[src/core/smi_regs.svh]
// Register offsets, field layout, reset values and selector codes of the measurement timer inputs
// ****************************************************************************
// What this block does
// - The window selector is five bits at 4..0 and bits 7..5 always read zero.
// - Window codes 00000..10111 route the pin, oscillators and peripheral outputs; 11000 and up are reserved.
// - The signal selector is five bits at 4..0, bits 7..5 read zero, codes 00000..11000 route sources.
// - Codes 01000 and 01001 pick the match output of timer 1 or 2, and an instance's own code is reserved.
// - The 24-bit counter is three read-write bytes that clear to zero on every reset.
// - The 24-bit captured-period latch is three read-only bytes, undefined until first loaded.
// - The captured-width latch has read-only low and high bytes, undefined until first loaded.
// - Window polarity set inverts the selected window input.
// - Signal polarity set inverts the selected measured signal.
// - At counter equal to period the counter wraps to zero and a match pulse fires; with halt set it holds and the match stays high while counting.
// ****************************************************************************
`ifndef SMI_REGS_SVH
`define SMI_REGS_SVH
`define SMI_ADDR_W 4
`define SMI_OFF_WIN 4'h0
`define SMI_OFF_SIG 4'h1
`define SMI_OFF_TMRL 4'h2
`define SMI_OFF_TMRH 4'h3
`define SMI_OFF_TMRU 4'h4
`define SMI_OFF_CPRL 4'h5
`define SMI_OFF_CPRH 4'h6
`define SMI_OFF_CPRU 4'h7
`define SMI_OFF_CPWL 4'h8
`define SMI_OFF_CPWH 4'h9
`define SMI_OFF_CTRL 4'ha
`define SMI_OFF_PRL 4'hb
`define SMI_OFF_PRH 4'hc
`define SMI_OFF_PRU 4'hd
`define SMI_SEL_W 5
`define SMI_CTRL_HALT 2
`define SMI_CTRL_WINDOW_POLARITY 1
`define SMI_CTRL_SIGNAL_POLARITY 0
`define SMI_CTRL_MASK 8'h07
`define SMI_WIN_LAST 5'h17
`define SMI_SIG_LAST 5'h18
`define SMI_CODE_MATCH1 5'h08
`define SMI_CODE_MATCH2 5'h09
`define SMI_SEL_RESET 5'h00
`define SMI_CNT_RESET 24'h000000
`define SMI_PR_RESET 24'hffffff
`endif

[src/core/smi_pkg.sv]
// Types shared by the measurement timer input block
package smi_pkg;
  typedef logic [23:0] smi_word_t;
  typedef struct packed {
    logic halt;
    logic winPol;
    logic sigPol;
  } smi_ctrl_s;
  typedef struct packed {
    logic loadPeriod;
    logic loadWidth;
    smi_word_t periodVal;
    smi_word_t widthVal;
  } smi_load_s;
endpackage : smi_pkg

[src/core/smi_inputs.sv]
// Input selection, counter and capture latches of the measurement timer
`timescale 1ns/1ps
`default_nettype none
`include "smi_regs.svh"
module smi_inputs
  import smi_pkg::*;
#(
  parameter int INSTANCE = 1
) (
  input wire logic clk,
  input wire logic reset,
  input wire logic [3:0] addr,
  input wire logic [7:0] wrData,
  input wire logic wrStrobe,
  input wire logic rdStrobe,
  output logic [7:0] rdData,
  input wire logic [31:0] windowSources,
  input wire logic [31:0] signalSources,
  input wire logic countEnable,
  input wire smi_load_s loadReq,
  output logic windowSelected,
  output logic signalSelected,
  output smi_word_t measureCounter,
  output logic periodMatch
);
  // ****************************************************************************
  // Registers
  // ****************************************************************************
  localparam logic [4:0] OWN_CODE = (INSTANCE == 2) ? `SMI_CODE_MATCH2 : `SMI_CODE_MATCH1;
  logic [4:0] winCode_q, winCode_d, sigCode_q, sigCode_d;
  smi_ctrl_s ctrl_q, ctrl_d;
  smi_word_t cnt_q, cnt_d, period_q, period_d;
  smi_word_t cpr_q, cpr_d, cpw_q, cpw_d;
  logic [7:0] rd_q, rd_d;
  logic match_q, match_d;
  logic hit;

  // Next state of all software and hardware held state
  always_comb begin
    winCode_d = winCode_q;
    sigCode_d = sigCode_q;
    ctrl_d = ctrl_q;
    period_d = period_q;
    cnt_d = cnt_q;
    cpr_d = cpr_q;
    cpw_d = cpw_q;
    hit = (cnt_q == period_q);
    match_d = countEnable && hit;
    if (countEnable) begin
      if (hit) begin
        cnt_d = ctrl_q.halt ? period_q : `SMI_CNT_RESET;
      end else begin
        cnt_d = cnt_q + 24'h000001;
      end
    end
    // Latches move only on hardware strobes; their addresses ignore writes
    if (loadReq.loadPeriod) begin
      cpr_d = loadReq.periodVal;
    end
    if (loadReq.loadWidth) begin
      cpw_d = loadReq.widthVal;
    end
    // A software write wins over counting in the same cycle
    if (wrStrobe) begin
      case (addr)
        `SMI_OFF_WIN: winCode_d = wrData[4:0];
        `SMI_OFF_SIG: sigCode_d = wrData[4:0];
        `SMI_OFF_TMRL: cnt_d[7:0] = wrData;
        `SMI_OFF_TMRH: cnt_d[15:8] = wrData;
        `SMI_OFF_TMRU: cnt_d[23:16] = wrData;
        `SMI_OFF_CTRL: ctrl_d = wrData[2:0];
        `SMI_OFF_PRL: period_d[7:0] = wrData;
        `SMI_OFF_PRH: period_d[15:8] = wrData;
        `SMI_OFF_PRU: period_d[23:16] = wrData;
        default: ;
      endcase
    end
    // Read data, upper selector bits forced to zero
    rd_d = 8'h00;
    if (rdStrobe) begin
      case (addr)
        `SMI_OFF_WIN: rd_d = {3'h0, winCode_q};
        `SMI_OFF_SIG: rd_d = {3'h0, sigCode_q};
        `SMI_OFF_TMRL: rd_d = cnt_q[7:0];
        `SMI_OFF_TMRH: rd_d = cnt_q[15:8];
        `SMI_OFF_TMRU: rd_d = cnt_q[23:16];
        `SMI_OFF_CPRL: rd_d = cpr_q[7:0];
        `SMI_OFF_CPRH: rd_d = cpr_q[15:8];
        `SMI_OFF_CPRU: rd_d = cpr_q[23:16];
        `SMI_OFF_CPWL: rd_d = cpw_q[7:0];
        `SMI_OFF_CPWH: rd_d = cpw_q[15:8];
        `SMI_OFF_CTRL: rd_d = {5'h00, ctrl_q};
        `SMI_OFF_PRL: rd_d = period_q[7:0];
        `SMI_OFF_PRH: rd_d = period_q[15:8];
        `SMI_OFF_PRU: rd_d = period_q[23:16];
        default: rd_d = 8'h00;
      endcase
    end
  end

  // Latches carry no reset so they stay undefined until first loaded
  always_ff @(posedge clk) begin
    cpr_q <= cpr_d;
    cpw_q <= cpw_d;
  end

  // Reset clears selectors and counter on every reset
  always_ff @(posedge clk) begin
    if (reset) begin
      winCode_q <= `SMI_SEL_RESET;
      sigCode_q <= `SMI_SEL_RESET;
      ctrl_q <= '0;
      cnt_q <= `SMI_CNT_RESET;
      period_q <= `SMI_PR_RESET;
      rd_q <= 8'h00;
      match_q <= 1'b0;
    end else begin
      winCode_q <= winCode_d;
      sigCode_q <= sigCode_d;
      ctrl_q <= ctrl_d;
      cnt_q <= cnt_d;
      period_q <= period_d;
      rd_q <= rd_d;
      match_q <= match_d;
    end
  end

  // ****************************************************************************
  // Source selection
  // ****************************************************************************
  smi_source_mux #(.LAST_CODE(`SMI_WIN_LAST), .OWN_CODE(OWN_CODE)) winMux (
    .sources(windowSources),
    .code(winCode_q),
    .invert(ctrl_q.winPol),
    .selected(windowSelected)
  );
  smi_source_mux #(.LAST_CODE(`SMI_SIG_LAST), .OWN_CODE(OWN_CODE)) sigMux (
    .sources(signalSources),
    .code(sigCode_q),
    .invert(ctrl_q.sigPol),
    .selected(signalSelected)
  );

  assign rdData = rd_q;
  assign measureCounter = cnt_q;
  assign periodMatch = match_q;
endmodule : smi_inputs
`default_nettype wire

[src/core/smi_source_mux.sv]
// Five-bit source selector with reserved codes and polarity inversion
`timescale 1ns/1ps
`default_nettype none
`include "smi_regs.svh"
module smi_source_mux #(
  parameter logic [4:0] LAST_CODE = 5'h17,
  parameter logic [4:0] OWN_CODE = 5'h08
) (
  input wire logic [31:0] sources,
  input wire logic [4:0] code,
  input wire logic invert,
  output logic selected
);
  logic raw;
  // Reserved and own-match codes give a quiet low before polarity
  always_comb begin
    if (code > LAST_CODE || code == OWN_CODE) begin
      raw = 1'b0;
    end else begin
      raw = sources[code];
    end
    selected = raw ^ invert;
  end
endmodule : smi_source_mux
`default_nettype wire

[config.mk]
export PLATFORM = sky130hd
export DESIGN_NAME = smi_inputs
export DESIGN_NICKNAME = d
export VERILOG_FILES = /design/src/core/smi_pkg.sv /design/src/core/smi_inputs.sv /design/src/core/smi_source_mux.sv
export VERILOG_INCLUDE_DIRS = /design/src /design/src/core
export SDC_FILE = /design/constraint.sdc
export NUM_CORES = 1
export LEC_CHECK = 0
export BUFFER_PORTS_ARGS = -buffer_cell sky130_fd_sc_hd__buf_2
export CAP_MARGIN = 20
export CORE_MARGIN = 10
export CORE_UTILIZATION = 39
export CTS_CLUSTER_SIZE = 20
export DETAILED_ROUTE_END_ITERATION = 7
export SETUP_SLACK_MARGIN = 0.4
export SLEW_MARGIN = 20
export SYNTH_ARGS = -nofsm -noshare
export SYNTH_HDL_FRONTEND = slang
export SYNTH_SLANG_ARGS = --single-unit
[constraint.sdc]
create_clock -name clk -period 2.5 [get_ports clk]
set_clock_uncertainty 0.05 [all_clocks]
set_input_delay 0.5 -clock clk [delete_from_list [all_inputs] [get_ports clk]]
set_output_delay 0.5 -clock clk [all_outputs]
set_load 0.03 [all_outputs]
==> results.json <==
{
  "fin_tns_setup_ps": -221,
  "grt_max_degree": 45,
  "path_cells": "mux4_2, nor2b_1, a211oi_1, a211oi_1, a21oi_1, xnor2_2, buf_6",
  "worst_pin_slew_ps": 588,
  "synthesis.area_um2": 6390,
  "coreArea_um2": 15900,
  "stdcell_area_um2": 8110,
  "switchingPower_w": 0.00117,
  "worst-setup-path-type": "flip-flop to output pin",
  "p_sw_frac": 0.283,
  "pwr-share-clk": 0.348,
  "fin_crit_sh": 1.06,
  "dp_hpwl_um": 17200,
  "intPower_w": 0.00295,
  "overflow": 0,
  "timing.rr.end": "measureCounter[16]",
  "use_met1": 0.267,
  "cts_max_path_buffers": 2,
  "drive_gt1_frac": 0.359,
  "place_area_um2": 7520,
  "fp.dieW_um": 148,
  "drv_cap": 0,
  "violations": "setup timing",
  "grt_antenna_before_repair": 0,
  "cts.htree.levels": 3,
  "grt_util_met3": 0.0562,
  "r2r_setup_slack_ps": 410,
  "firstDrtPassIters": 6,
  "cts_buffers": 9,
  "top_usage_layer": "met2",
  "rsz0062_at_grt": "true",
  "clk_latency_ps": 370,
  "gp_congestion": 0.919,
  "cts_tree": "done",
  "hold_depth": 1,
  "hold_ws_ps": 256,
  "p_seq_frac": 0.491,
  "wl_per_cell_um": 21.7,
  "first_global_vias": 5979,
  "period_needed_ps": 2650,
  "postRouteAntennaNets": 0,
  "worst_path_most_repeated_cell": "a211oi_1",
  "required_ps": 1950,
  "final_common_cell": "buf_2",
  "grt_first_pass_wirelength_um": 34500,
  "ys_seq_elements": 110,
  "max_freq_ghz": 0.378,
  "synthFlopType": "dfxtp_1",
  "boundaryPins": 166,
  "synth_edf_count": 40,
  "critPathArrivalTime_ps": 2100,
  "status": "finished, violations left",
  "p_leak_nw": 3.10,
  "ir_drop_uv": 556,
  "finalMaxSlewViolations": 0,
  "combPwrFrac": 0.162,
  "avgViaCountPerCell": 5.81,
  "synth_cells": 690,
  "clockRootBuffer": "clkbuf_16",
  "power_density_nw_per_um2": 507,
  "fin_ws_ps": -147,
  "crit_family": "multiplexers",
  "clk_pin_slew_ps": 80,
  "dpl.cell_count": 1028,
  "setup_viol": 2,
  "min-delay-start": "loadReq[36]",
  "crit_buf_inv": 1,
  "async_reset_ff_frac": 0,
  "ys_seq_area_frac": 0.407,
  "relSlewSlack": 0.606,
  "start_util": 0.401,
  "start_kind": "flip-flop",
  "fillerInstances": 1478,
  "gr-usage-met2": 0.303,
  "r2r-start": "measureCounter[7]",
  "synth_area_per_cell_um2": 9.26,
  "crit_slowest_cell": "mux4_2",
  "drc_errors": 0,
  "ys.warnings.count": 0,
  "die_area_um2": 21900,
  "row_count": 46,
  "vias": 6144,
  "drt_iter0_drc": 702,
  "hold_viol": 0,
  "hold_path_class": "input pin to flip-flop",
  "numPortBuffers": 140,
  "hold_buffers": 0,
  "synthesis.nets": 822,
  "critPathMaxStageDelay_ps": 480,
  "path_max_fanout": 3,
  "whs_endpoint": "cpr_q[12]",
  "reg2reg_depth": 8,
  "critPathCaptureType": "output pin",
  "synth_cell_types": 53,
  "wl_um": 23000,
  "final_nets": 968,
  "finalPower_w": 0.00411,
  "mostFrequentLayoutCells": "138 x buf_2, 77 x nand2_1, 50 x buf_4, 40 x edfxtp_1, 40 x dfxtp_1",
  "layout.cells.non_filler": 1058,
  "syn_to_final_growth_pct": 26.9,
  "cts_sinks": 110,
  "grtUsageTotal": 0.202,
  "chipHeight_um": 148
}
[stage by stage]
stage	utilization	worst slack (ps)
2_1_floorplan	-	170
3_3_place_gp	0.472	-23.7
3_5_place_dp	0.472	-35.7
4_1_cts	0.495	-180
5_1_grt	0.509	-247
6_report	0.509	-147
[power groups by stage]
stage               registers, W  clock network, W  logic [W]
detailed placement       0.00206                 0   0.000637
finish                   0.00202           0.00143   0.000665
CTS                      0.00202           0.00146   0.000648
global placement         0.00206                 0   0.000626
global route             0.00203           0.00153   0.000714
floorplan                0.00208                 0   0.000348
[sequential cells by signal (all words and copies together), names as in the netlist]
name	count
cpr_q	24
cpw_q	16
ctrl_q	3
measureCounter	24
periodMatch	1
period_q	24
rdData	8
sigCode_q	5
winCode_q	5
[area by class of cell]
type,instances,area (um2),share of cell area
tap,216,270,0.0333
antenna,1,2.50,0.000309
inverter,4,15.0,0.00185
clock buffer,10,239,0.0295
sequential,110,2680,0.330
clock inverter,6,53.8,0.00663
multi-input combinational,512,3610,0.445
timing repair buffer,199,1240,0.153
[kinds of logic after synthesis]
family / Yosys count / synth area share
AO/OA/AOI/OAI: 162 / 0.169
AND/OR/NAND/NOR: 248 / 0.197
multiplexers: 54 / 0.109
adder cells (fa/ha/maj): 1 / 0.00196
XOR/XNOR: 47 / 0.0656
buffers and inverters: 68 / 0.0495
flip-flops: 110 / 0.407
[worst max-delay path by stage]
stage                      startpoint             end  slack [ps]  cells past startpoint
floorplan            windowSources[7]  windowSelected         170                      5
global placement    signalSources[18]  signalSelected         -20                      8
detailed placement  signalSources[18]  signalSelected         -40                      8
CTS                      sigCode_q[1]  signalSelected        -180                      7
global route             sigCode_q[1]  signalSelected        -250                      7
finish                   sigCode_q[1]  signalSelected        -150                      7
[metal layers]
layer	routed length [um]	part of all wire
met3	2280	0.099
met1	9700	0.42
met4	665	0.029
met2	10300	0.45
met5	0	0
[cells in the mapped netlist, types with 11 or more instances]
cell	instances	area, um2
mux4_2	11	248
a22oi_1	15	113
nand4_1	14	87.6
a211o_1	16	140
nand3b_1	11	82.6
nor2b_1	31	194
nor3_1	12	60.1
mux2_2	17	191
nand2_1	77	289
clkbuf_1	42	158
o21ai_0	38	190
edfxtp_1	40	1200
mux2i_1	26	260
nand3_1	34	170
dfxtp_1	70	1400
xnor2_1	36	315
nor2_1	35	131
a21oi_1	39	195
[repair_timing]
item                       in CTS  in global routing
pin swaps                       3                 13
setup endpoints to repair      13                 18
gates cloned                    0                  2
buffers inserted                2                  9
gates resized for setup        16                 36
No activity file was read; power rests on OpenSTA's default activity.
